===== src/flash_host_pkg.sv =====
package flash_host_pkg;
	localparam logic [7:0] ADDR_CMD = 8'h00;
	localparam logic [7:0] ADDR_ADDR = 8'h04;
	localparam logic [7:0] ADDR_DATA = 8'h08;
	localparam logic [7:0] ADDR_STAT = 8'h0c;
	localparam logic [7:0] ADDR_RDATA = 8'h10;
	localparam logic [3:0] OP_RESET = 4'h0;
	localparam logic [3:0] OP_PROGRAM = 4'h1;
	localparam logic [3:0] OP_AUTOSEL = 4'h2;
	localparam logic [3:0] OP_READ = 4'h3;
	localparam logic [3:0] OP_BYP_ENTER = 4'h4;
	localparam logic [3:0] OP_BYP_PROG = 4'h5;
	localparam logic [3:0] OP_BYP_EXIT = 4'h6;
	localparam logic [3:0] OP_SEC_ENTER = 4'h7;
	localparam logic [3:0] OP_SEC_EXIT = 4'h8;
	localparam logic [3:0] OP_ABORT_RST = 4'h9;
	localparam logic [15:0] CMD_RESET = 16'h00f0;
	localparam logic [15:0] CMD_PROGRAM = 16'h00a0;
	localparam logic [15:0] CMD_AUTOSEL = 16'h0090;
	localparam logic [15:0] CMD_BYPASS = 16'h0020;
	localparam logic [15:0] CMD_BYP_EXIT1 = 16'h0090;
	localparam logic [15:0] CMD_BYP_EXIT2 = 16'h0000;
	localparam logic [15:0] CMD_SEC_ENTER = 16'h0088;
	localparam logic [15:0] CMD_SEC_EXIT = 16'h0090;
	localparam logic [15:0] CMD_EXIT_FINAL = 16'h0000;
	localparam logic [15:0] UNLOCK1_DATA = 16'h00aa;
	localparam logic [15:0] UNLOCK2_DATA = 16'h0055;
	localparam logic [21:0] UNLOCK1_ADDR = 22'h000555;
	localparam logic [21:0] UNLOCK2_ADDR = 22'h0002aa;
	localparam logic [7:0] ID_MAKER = 8'h00;
	localparam logic [7:0] ID_DEV1 = 8'h01;
	localparam logic [7:0] ID_DEV2 = 8'h0e;
	localparam logic [7:0] ID_DEV3 = 8'h0f;
	localparam logic [7:0] ID_FACT_LOCK = 8'h03;
	localparam logic [7:0] ID_SECT_PROT = 8'h02;
	localparam int SERIAL_WORDS = 8;
	localparam int T_SETUP_NS = 40;
	localparam int CLK_NS = 20;
	localparam int SETUP_CYC = (T_SETUP_NS + CLK_NS - 1) / CLK_NS;
	localparam logic [3:0] SEQ_MAX = 4'h6;
	typedef enum {ST_IDLE, ST_SETUP, ST_STROBE, ST_HOLD, ST_NEXT, ST_RD_SETUP, ST_RD_WAIT, ST_POLL, ST_DONE} host_state_t;
endpackage : flash_host_pkg


===== src/flash_host_ctrl.sv =====
// Design decisions made here: the APB slave port and the register addresses.
`timescale 1ns/1ns
module flash_host_ctrl
	import flash_host_pkg::*;
#(
	parameter int POLL_LIMIT = 4000
)
(
	input wire logic pclk,
	input wire logic presetn,
	input wire logic psel,
	input wire logic penable,
	input wire logic pwrite,
	input wire logic [7:0] paddr,
	input wire logic [31:0] pwdata,
	output logic [31:0] prdata,
	output logic pready,
	output logic pslverr,
	output logic [21:0] flash_addr,
	output logic [15:0] flash_dq_out,
	output logic flash_dq_oe,
	input wire logic [15:0] flash_dq_in,
	output logic chip_select_n,
	output logic write_strobe_n,
	output logic output_enable_n,
	output logic hw_reset_n
);
	host_state_t state_reg;
	logic [3:0] op_reg;
	logic [3:0] step_reg;
	logic [21:0] addr_reg;
	logic [15:0] data_reg;
	logic [15:0] out_reg;
	logic [15:0] rdata_reg;
	logic [15:0] last_poll_reg;
	logic [15:0] poll_cnt_reg;
	logic [1:0] wait_reg;
	logic done_reg;
	logic fail_reg;
	logic abort_reg;
	logic hwrst_reg;
	logic [21:0] cyc_addr;
	logic [15:0] cyc_data;
	logic [3:0] cyc_count;
	logic cyc_is_read;
	logic cyc_polls;

	wire logic apb_wr = psel & penable & pwrite;
	wire logic busy = (state_reg != ST_IDLE);
	wire logic start = apb_wr & (paddr == ADDR_CMD) & ~busy;
	wire logic addr_hit = (paddr == ADDR_CMD) | (paddr == ADDR_ADDR) | (paddr == ADDR_DATA) | (paddr == ADDR_STAT) | (paddr == ADDR_RDATA);
	wire logic polling_status_bit = flash_dq_in[7];
	wire logic toggle_status_bit = flash_dq_in[6];
	wire logic exceeded_time_flag = flash_dq_in[5];
	wire logic buffer_abort_flag = flash_dq_in[1];
	wire logic toggled = (toggle_status_bit != last_poll_reg[6]);
	wire logic last_step = (step_reg + 4'h1 == cyc_count);
	wire logic wait_done = (wait_reg == 2'(SETUP_CYC - 1));

	flash_seq_rom u_rom (
		.op(op_reg),
		.step(step_reg),
		.user_addr(addr_reg),
		.user_data(data_reg),
		.cyc_addr(cyc_addr),
		.cyc_data(cyc_data),
		.cyc_count(cyc_count),
		.cyc_is_read(cyc_is_read),
		.cyc_polls(cyc_polls)
	);

	assign pready = 1'b1;
	assign pslverr = psel & penable & ~addr_hit;
	assign flash_dq_oe = (state_reg == ST_SETUP) | (state_reg == ST_STROBE) | (state_reg == ST_HOLD);
	assign flash_dq_out = out_reg;

	// Register reads are combinational on the stored values so APB answers without wait states.
	always_comb
	begin
		prdata = 32'h0000_0000;
		if (paddr == ADDR_ADDR)
			prdata = {10'h000, addr_reg};
		else if (paddr == ADDR_DATA)
			prdata = {16'h0000, data_reg};
		else if (paddr == ADDR_STAT)
			prdata = {27'h0000000, hwrst_reg, abort_reg, fail_reg, done_reg, busy};
		else if (paddr == ADDR_RDATA)
			prdata = {16'h0000, rdata_reg};
	end

	always_ff @(posedge pclk or negedge presetn)
	begin
		if (!presetn)
			addr_reg <= 22'h000000;
		else if (apb_wr && paddr == ADDR_ADDR && !busy)
			addr_reg <= pwdata[21:0];
	end

	always_ff @(posedge pclk or negedge presetn)
	begin
		if (!presetn)
			hwrst_reg <= 1'b0;
		else if (start)
			hwrst_reg <= pwdata[4];
	end

	assign hw_reset_n = ~hwrst_reg;

	always_ff @(posedge pclk or negedge presetn)
	begin
		if (!presetn)
			data_reg <= 16'h0000;
		else if (apb_wr && paddr == ADDR_DATA && !busy)
			data_reg <= pwdata[15:0];
	end

	// The bus word is kept apart from the user word, since the last cycle of a sequence still needs the user word.
	always_ff @(posedge pclk or negedge presetn)
	begin
		if (!presetn)
			out_reg <= 16'h0000;
		else if (state_reg == ST_NEXT)
			out_reg <= cyc_data;
	end

	always_ff @(posedge pclk or negedge presetn)
	begin
		if (!presetn)
		begin
			state_reg <= ST_IDLE;
			op_reg <= OP_RESET;
			step_reg <= 4'h0;
			flash_addr <= 22'h000000;
			chip_select_n <= 1'b1;
			write_strobe_n <= 1'b1;
			output_enable_n <= 1'b1;
			rdata_reg <= 16'h0000;
			last_poll_reg <= 16'h0000;
			poll_cnt_reg <= 16'h0000;
			wait_reg <= 2'h0;
			done_reg <= 1'b0;
			fail_reg <= 1'b0;
			abort_reg <= 1'b0;
		end
		else
		begin
			case (state_reg)
				ST_IDLE:
				begin
					if (start)
					begin
						op_reg <= pwdata[3:0];
						step_reg <= 4'h0;
						done_reg <= 1'b0;
						fail_reg <= 1'b0;
						abort_reg <= 1'b0;
						state_reg <= ST_DONE;
						if (!pwdata[4])
							state_reg <= ST_NEXT;
					end
				end
				ST_NEXT:
				begin
					flash_addr <= cyc_addr;
					wait_reg <= 2'h0;
					chip_select_n <= 1'b0;
					state_reg <= cyc_is_read ? ST_RD_SETUP : ST_SETUP;
				end
				ST_SETUP:
				begin
					// Address settles with the strobe high; the device latches it on its falling edge.
					write_strobe_n <= 1'b0;
					state_reg <= ST_STROBE;
				end
				ST_STROBE:
				begin
					wait_reg <= wait_reg + 2'h1;
					if (wait_done)
					begin
						write_strobe_n <= 1'b1;
						state_reg <= ST_HOLD;
					end
				end
				ST_HOLD:
				begin
					chip_select_n <= 1'b1;
					if (cyc_polls)
					begin
						poll_cnt_reg <= 16'h0000;
						last_poll_reg <= 16'h0000;
						state_reg <= ST_POLL;
					end
					else if (last_step)
						state_reg <= ST_DONE;
					else
					begin
						step_reg <= step_reg + 4'h1;
						state_reg <= ST_NEXT;
					end
				end
				ST_RD_SETUP:
				begin
					output_enable_n <= 1'b0;
					wait_reg <= wait_reg + 2'h1;
					if (wait_done)
						state_reg <= ST_RD_WAIT;
				end
				ST_RD_WAIT:
				begin
					rdata_reg <= flash_dq_in;
					output_enable_n <= 1'b1;
					chip_select_n <= 1'b1;
					state_reg <= ST_DONE;
				end
				ST_POLL:
				begin
					// The toggle bit only moves between separate read cycles, so output enable is pulsed per sample.
					chip_select_n <= 1'b0;
					output_enable_n <= ~output_enable_n;
					flash_addr <= addr_reg;
					if (!output_enable_n)
					begin
						last_poll_reg <= flash_dq_in;
						poll_cnt_reg <= poll_cnt_reg + 16'h0001;
						if (poll_cnt_reg != 16'h0000 && !toggled)
						begin
							rdata_reg <= flash_dq_in;
							fail_reg <= (polling_status_bit != data_reg[7]);
							state_reg <= ST_DONE;
						end
						else if (poll_cnt_reg != 16'h0000 && exceeded_time_flag)
						begin
							fail_reg <= 1'b1;
							state_reg <= ST_DONE;
						end
						else if (poll_cnt_reg != 16'h0000 && buffer_abort_flag)
						begin
							abort_reg <= 1'b1;
							state_reg <= ST_DONE;
						end
						else if (poll_cnt_reg == 16'(POLL_LIMIT))
						begin
							fail_reg <= 1'b1;
							state_reg <= ST_DONE;
						end
					end
				end
				ST_DONE:
				begin
					chip_select_n <= 1'b1;
					output_enable_n <= 1'b1;
					done_reg <= 1'b1;
					state_reg <= ST_IDLE;
				end
				default:
				begin
					state_reg <= ST_IDLE;
				end
			endcase
		end
	end

	// Every opcode, reads and autoselect included, is refused during a running program by never starting mid-poll.
	AST_ONE_STROBE: assert property (@(posedge pclk) disable iff (!presetn) !write_strobe_n |-> !chip_select_n) else $error("write strobe without chip select");
	AST_NO_WR_READ: assert property (@(posedge pclk) disable iff (!presetn) !(!write_strobe_n && !output_enable_n)) else $error("write and read strobes together");
	AST_STROBE_LEN: assert property (@(posedge pclk) disable iff (!presetn) $fell(write_strobe_n) |-> !write_strobe_n [*2]) else $error("write strobe too short");
	AST_DQ_DRIVEN: assert property (@(posedge pclk) disable iff (!presetn) !write_strobe_n |-> flash_dq_oe) else $error("data not driven during strobe");
	AST_ADDR_STABLE: assert property (@(posedge pclk) disable iff (!presetn) !write_strobe_n && $past(!write_strobe_n) |-> $stable(flash_addr)) else $error("address moved in strobe");
	AST_DONE_IDLE: assert property (@(posedge pclk) disable iff (!presetn) state_reg == ST_DONE |=> state_reg == ST_IDLE && done_reg) else $error("done not flagged");
	AST_POLL_NO_WR: assert property (@(posedge pclk) disable iff (!presetn) state_reg == ST_POLL |-> write_strobe_n && !flash_dq_oe) else $error("write during program");
	AST_RESET_DATA: assert property (@(posedge pclk) disable iff (!presetn) state_reg == ST_SETUP && op_reg == OP_RESET |-> out_reg == CMD_RESET) else $error("bad reset data");
	COV_PROG: cover property (@(posedge pclk) disable iff (!presetn) state_reg == ST_POLL ##1 state_reg == ST_DONE);
	COV_READ: cover property (@(posedge pclk) disable iff (!presetn) state_reg == ST_RD_WAIT);
	COV_FAIL: cover property (@(posedge pclk) disable iff (!presetn) $rose(fail_reg));
endmodule : flash_host_ctrl


===== src/flash_seq_rom.sv =====
`timescale 1ns/1ns
module flash_seq_rom
	import flash_host_pkg::*;
(
	input wire logic [3:0] op,
	input wire logic [3:0] step,
	input wire logic [21:0] user_addr,
	input wire logic [15:0] user_data,
	output logic [21:0] cyc_addr,
	output logic [15:0] cyc_data,
	output logic [3:0] cyc_count,
	output logic cyc_is_read,
	output logic cyc_polls
);
	wire logic unl1 = (step == 4'h0);
	wire logic unl2 = (step == 4'h1);
	wire logic [21:0] unl_addr = unl1 ? UNLOCK1_ADDR : UNLOCK2_ADDR;
	wire logic [15:0] unl_data = unl1 ? UNLOCK1_DATA : UNLOCK2_DATA;
	wire logic in_unlock = unl1 | unl2;
	always_comb
	begin
		cyc_addr = user_addr;
		cyc_data = user_data;
		cyc_count = 4'h1;
		cyc_is_read = 1'b0;
		cyc_polls = 1'b0;
		case (op)
			OP_RESET:
			begin
				cyc_data = CMD_RESET;
			end
			OP_PROGRAM:
			begin
				cyc_count = 4'h4;
				cyc_addr = in_unlock ? unl_addr : (step == 4'h2 ? UNLOCK1_ADDR : user_addr);
				cyc_data = in_unlock ? unl_data : (step == 4'h2 ? CMD_PROGRAM : user_data);
				cyc_polls = (step == 4'h3);
			end
			OP_AUTOSEL, OP_BYP_ENTER, OP_SEC_ENTER:
			begin
				cyc_count = 4'h3;
				cyc_addr = in_unlock ? unl_addr : UNLOCK1_ADDR;
				cyc_data = in_unlock ? unl_data : (op == OP_AUTOSEL ? CMD_AUTOSEL : (op == OP_BYP_ENTER ? CMD_BYPASS : CMD_SEC_ENTER));
			end
			OP_READ:
			begin
				cyc_is_read = 1'b1;
			end
			OP_BYP_PROG:
			begin
				cyc_count = 4'h2;
				cyc_data = unl1 ? CMD_PROGRAM : user_data;
				cyc_polls = unl2;
			end
			OP_BYP_EXIT:
			begin
				cyc_count = 4'h2;
				cyc_data = unl1 ? CMD_BYP_EXIT1 : CMD_BYP_EXIT2;
			end
			OP_SEC_EXIT:
			begin
				cyc_count = 4'h4;
				cyc_addr = in_unlock ? unl_addr : UNLOCK1_ADDR;
				cyc_data = in_unlock ? unl_data : (step == 4'h2 ? CMD_SEC_EXIT : CMD_EXIT_FINAL);
			end
			OP_ABORT_RST:
			begin
				cyc_count = 4'h3;
				cyc_addr = in_unlock ? unl_addr : UNLOCK1_ADDR;
				cyc_data = in_unlock ? unl_data : CMD_RESET;
			end
			default:
			begin
				cyc_data = CMD_RESET;
			end
		endcase
	end
endmodule : flash_seq_rom


===== config.mk =====
export PLATFORM = sky130hd
export DESIGN_NAME = flash_host_ctrl
export DESIGN_NICKNAME = d
export VERILOG_FILES = /design/src/flash_host_pkg.sv /design/src/flash_host_ctrl.sv /design/src/flash_seq_rom.sv
export SDC_FILE = /design/constraint.sdc
export NUM_CORES = 1
export LEC_CHECK = 0
export ABC_AREA = 1
export BUFFER_PORTS_ARGS = -buffer_cell sky130_fd_sc_hd__buf_2
export CAP_MARGIN = 10
export CORE_MARGIN = 3
export CORE_UTILIZATION = 50
export DETAILED_ROUTE_END_ITERATION = 12
export PLACE_DENSITY = 0.77
export SYNTH_ARGS = -nofsm -noshare
export SYNTH_HDL_FRONTEND = slang
export SYNTH_HIERARCHICAL = 1
export SYNTH_SLANG_ARGS = --single-unit

===== constraint.sdc =====
create_clock -name pclk -period 4.1 [get_ports pclk]
set_input_delay 0.615 -clock pclk [delete_from_list [all_inputs] [get_ports pclk]]
set_output_delay 0.615 -clock pclk [all_outputs]
set_load 0.1 [all_outputs]

==> impl_summary.log <==
[metrics] RSZ-0062 raised after global routing: false
[metrics] detailed-route wire length per cell: 15.3 microns
[metrics] static leakage: 4.74 nW
[metrics] Sink Count: 130
[metrics] final RePlAce weighted congestion: 0.926
[metrics] top-level port count: 138
[metrics] arrival time worst endpoint: 2.42 ns
[metrics] Num CTS Buffers: 17
[metrics] CTS Root Cell: sky130_fd_sc_hd__clkbuf_16
[metrics] final-report max-slew violation count: 0
[metrics] largest area contributor in the netlist: sky130_fd_sc_hd__dfrtp_1
[metrics] startpoint type of the worst setup path: input pin
[metrics] post_cts resized: 0
[metrics] proportion of synthesized chip area in sequential cells: 0.431
[metrics] final std cell area, no fill: 8770 sq um
[metrics] post-CTS setup buffer count: 0
[metrics] fraction of final layout cells sized beyond drive strength 1: 0.168
[metrics] effective utilization at floorplan: 0.516
[metrics] HPWL after detailed placement: 15.2 mm
[metrics] clock slew at reported path FFs: 0.06 ns
[metrics] DRC viols: 0
[metrics] clock period minus worst slack: 3.03 ns
[metrics] hold-fix buffer count after cts: 0
[metrics] post-placement cell area: 8190 sq um
[metrics] row cnt: 44
[metrics] total routing resource utilization after global routing: 0.256
[metrics] Final period util: 0.740
[metrics] number of buffers added on ports: 116
[metrics] number of distinct library cell variants in the gate-level netlist after synthesis: 43
[metrics] routed wire length: 20.8 mm
[metrics] # Max-Cap Violations: 0
[metrics] critical path launch point: paddr[1]
[metrics] detailed-route via count: 7311
[metrics] total power per unit cell area: 544 nW/um^2
[metrics] post-synthesis cell count: 1056
[metrics] violation count after the first detailed-route iteration: 588
[metrics] floorplan die height: 129 microns
[metrics] worst-case clock skew: 0.00530 ns
[metrics] footprint of the multi-input gates: 3650 sq um
[metrics] capturing element type of the critical path: output pin
[metrics] Max Fclk: 330 MHz
[metrics] Vias/cell: 5.38
[metrics] Reg-to-Reg Start: op_reg[3]$_DFFE_PN0P_
[metrics] total negative setup slack: 0 ns
[metrics] number of antenna violations at the first check in global routing: 0
[metrics] nets: 1227
[metrics] flop and latch count out of synthesis: 130
[metrics] latest clock arrival within the worst-skew pair: 0.42 ns
[metrics] mapped cell area: 7560 sq um
[metrics] Max clock buf depth: 2
[metrics] global route total overflow: 0
[metrics] length in cells of the worst reg-to-reg path: 10
[metrics] Antenna Violating Nets Remaining: 0
[metrics] largest fanout on the critical path: 16
[metrics] Data required, critical path: 3.48 ns
[metrics] Critical path destination: prdata[4]
[metrics] TritonCTS clock tree: built
[metrics] synth-to-layout area growth: 16.0%
[metrics] measured slew at the worst slew-check pin: 0.968 ns
[metrics] maximum number of pins on one net before global-route repair: 55
[metrics] Worst R2R End: poll_cnt_reg[9]$_DFFE_PN0P_
[metrics] result of the run: complete, no violations
[metrics] Core Region: 14600 sq um
[metrics] worst vdd ir: 442 uV
[metrics] area share of the largest cell type after synthesis: 0.420
[metrics] reg-to-reg slack, setup: 1.58 ns
[metrics] Hold/Removal Path Class: in2async
[metrics] Max-Slew Margin vs Limit: 0.354
[metrics] H-tree depth: 4
[metrics] number of warnings issued by yosys: 6
[metrics] average footprint of a synthesized cell: 7.16 sq um
[metrics] number of setup violations in the final report: 0
[metrics] DRT Pass-1 Iters: 5
[metrics] die extent in x: 129 microns
[metrics] wire length of the first global-routing pass: 33.6 mm
[metrics] number of hold violations in the final report: 0
[metrics] via count of the first global-routing pass: 6645
[metrics] biggest area contributors in the synthesized netlist: sky130_fd_sc_hd__dfrtp_1 (42%), sky130_fd_sc_hd__nand2_1 (17%), sky130_fd_sc_hd__nand3_1 (8.8%)
[metrics] layout filler cell count: 1381
[metrics] n_diodes: 0
[metrics] area of the die: 16600 sq um
[metrics] Storage cell area: 3260 sq um
[metrics] category of the critical setup timing path: in2out
==> layer usage <==
| layer | wire [microns] | up-vias | track usage |
|---|---|---|---|
| met5 | 0 | - | 0 |
| met4 | 562 | 0 | 0.101 |
| met3 | 1190 | 44 | 0.0415 |
| met2 | 9800 | 235 | 0.407 |
| met1 | 9220 | 3436 | 0.351 |
| li1 | - | 3596 | - |
==> critical path, stage by stage <==
cell,delay (ns)
sky130_fd_sc_hd__buf_2,0.10
sky130_fd_sc_hd__nor2_2,0.16
sky130_fd_sc_hd__nand2_1,0.13
sky130_fd_sc_hd__nor2_1,0.16
sky130_fd_sc_hd__nand2_1,0.10
sky130_fd_sc_hd__inv_1,0.38
sky130_fd_sc_hd__nand2_1,0.11
sky130_fd_sc_hd__o2111ai_1,0.15
sky130_fd_sc_hd__buf_2,0.49
==> where the power goes <==
part           switching, W  internal, W
clock network      0.000535     0.000958
logic               0.00133     0.000316
registers          0.000140      0.00149
total               0.00201      0.00276
==> Yosys cell counts <==
| master | number |
|---|---|
| sky130_fd_sc_hd__and3b_1 | 1 |
| sky130_fd_sc_hd__buf_1 | 3 |
| sky130_fd_sc_hd__inv_1 | 105 |
| sky130_fd_sc_hd__buf_2 | 16 |
| sky130_fd_sc_hd__xor2_1 | 1 |
| sky130_fd_sc_hd__o2bb2ai_1 | 1 |
| sky130_fd_sc_hd__nand2_1 | 342 |
| sky130_fd_sc_hd__nor2_2 | 6 |
| sky130_fd_sc_hd__o32ai_1 | 1 |
| sky130_fd_sc_hd__clkbuf_1 | 5 |
| sky130_fd_sc_hd__nand3b_1 | 2 |
| sky130_fd_sc_hd__dfstp_2 | 3 |
| sky130_fd_sc_hd__o2111ai_1 | 5 |
| sky130_fd_sc_hd__nand4_1 | 16 |
| sky130_fd_sc_hd__ha_1 | 4 |
| sky130_fd_sc_hd__a21boi_1 | 10 |
| sky130_fd_sc_hd__a21oi_1 | 24 |
| sky130_fd_sc_hd__nor3_4 | 1 |
| sky130_fd_sc_hd__inv_2 | 7 |
| sky130_fd_sc_hd__buf_4 | 16 |
| sky130_fd_sc_hd__nor3_2 | 1 |
| sky130_fd_sc_hd__a21boi_0 | 2 |
| sky130_fd_sc_hd__o21ai_1 | 18 |
| sky130_fd_sc_hd__buf_6 | 2 |
| sky130_fd_sc_hd__nand3_2 | 2 |
| sky130_fd_sc_hd__nor3_1 | 9 |
| sky130_fd_sc_hd__o22ai_1 | 2 |
| sky130_fd_sc_hd__nor3b_1 | 2 |
| sky130_fd_sc_hd__o211ai_1 | 7 |
| sky130_fd_sc_hd__clkbuf_2 | 1 |
| sky130_fd_sc_hd__nor2_1 | 91 |
| sky130_fd_sc_hd__nand2_2 | 13 |
| sky130_fd_sc_hd__nand2_4 | 9 |
| sky130_fd_sc_hd__xnor2_1 | 1 |
| sky130_fd_sc_hd__nor2_4 | 6 |
| sky130_fd_sc_hd__o21ai_0 | 54 |
| sky130_fd_sc_hd__nand3_1 | 133 |
| sky130_fd_sc_hd__dfrtp_1 | 127 |
| sky130_fd_sc_hd__nor2_8 | 1 |
| sky130_fd_sc_hd__clkinv_1 | 1 |
| sky130_fd_sc_hd__o21bai_1 | 1 |
| sky130_fd_sc_hd__a21oi_2 | 1 |
| sky130_fd_sc_hd__conb_1 | 3 |
==> worst min path at each step <==
stage                                       startpoint                           end  slack (ns)
after floorplan                                presetn         abort_reg$_DFFE_PN0P_        0.32
after global placement     flash_dq_out[1]$_DFFE_PN0P_   flash_dq_out[1]$_DFFE_PN0P_        0.45
after detailed placement  flash_dq_out[13]$_DFFE_PN0P_  flash_dq_out[13]$_DFFE_PN0P_        0.46
after CTS                                      presetn   poll_cnt_reg[5]$_DFFE_PN0P_        0.24
after global routing                           presetn   poll_cnt_reg[5]$_DFFE_PN0P_        0.27
final                                          presetn   poll_cnt_reg[5]$_DFFE_PN0P_        0.21
==> through the flow <==
stage | util | total power (W) | cells | hold slack [ns] | setup WS, ns
3_3_place_gp | 0.559 | 0.00326 | 1327 | 0.454 | 1.11
3_5_place_dp | 0.559 | 0.00329 | 1327 | 0.458 | 1.09
6_report | 0.599 | 0.00477 | 1359 | 0.214 | 1.07
4_1_cts | 0.599 | 0.00479 | 1359 | 0.244 | 1.08
5_1_grt | 0.599 | 0.00499 | 1359 | 0.272 | 0.923
2_1_floorplan | - | 0.00297 | 1065 | 0.319 | 0.849
==> cells by family after synthesis <==
group,after synthesis,synth area share
compound gates,126,0.0943
buf+inv,156,0.0902
simple gates,635,0.374
flops,130,0.431
fa+ha+maj,4,0.00662
other cells,3,0.00149
xor+xnor,2,0.00232
==> cell usage in the layout, fill, tap and decap left out, types with 2 or more instances in the layout <==
cell	synthesis	routed
sky130_fd_sc_hd__a21boi_0	2	2
sky130_fd_sc_hd__a21boi_1	10	10
sky130_fd_sc_hd__a21oi_1	24	24
sky130_fd_sc_hd__buf_2	16	115
sky130_fd_sc_hd__buf_4	16	6
sky130_fd_sc_hd__bufinv_16	0	2
sky130_fd_sc_hd__clkbuf_1	5	6
sky130_fd_sc_hd__clkbuf_16	0	17
sky130_fd_sc_hd__clkbuf_8	0	4
sky130_fd_sc_hd__clkinv_2	0	2
sky130_fd_sc_hd__conb_1	3	12
sky130_fd_sc_hd__dfrtp_1	127	127
sky130_fd_sc_hd__dfstp_2	3	3
sky130_fd_sc_hd__ha_1	4	4
sky130_fd_sc_hd__inv_1	105	105
sky130_fd_sc_hd__inv_2	7	7
sky130_fd_sc_hd__nand2_1	342	342
sky130_fd_sc_hd__nand2_2	13	13
sky130_fd_sc_hd__nand2_4	9	9
sky130_fd_sc_hd__nand3_1	133	133
sky130_fd_sc_hd__nand3_2	2	2
sky130_fd_sc_hd__nand3b_1	2	2
sky130_fd_sc_hd__nand4_1	16	16
sky130_fd_sc_hd__nor2_1	91	91
sky130_fd_sc_hd__nor2_2	6	6
sky130_fd_sc_hd__nor2_4	6	6
sky130_fd_sc_hd__nor3_1	9	9
sky130_fd_sc_hd__nor3b_1	2	2
sky130_fd_sc_hd__o2111ai_1	5	5
sky130_fd_sc_hd__o211ai_1	7	7
sky130_fd_sc_hd__o21ai_0	54	54
sky130_fd_sc_hd__o21ai_1	18	18
sky130_fd_sc_hd__o22ai_1	2	2
==> cell type report <==
cell class                      instances  area share
Clock buffer                           27      0.0574
Clock inverter                          5     0.00885
Tap cell                              184      0.0263
Multi-Input combinational cell        779       0.417
Timing Repair Buffer                  121      0.0708
Inverter                              113      0.0484
Sequential cell                       130       0.371
No activity file was read; power rests on OpenSTA's default activity.
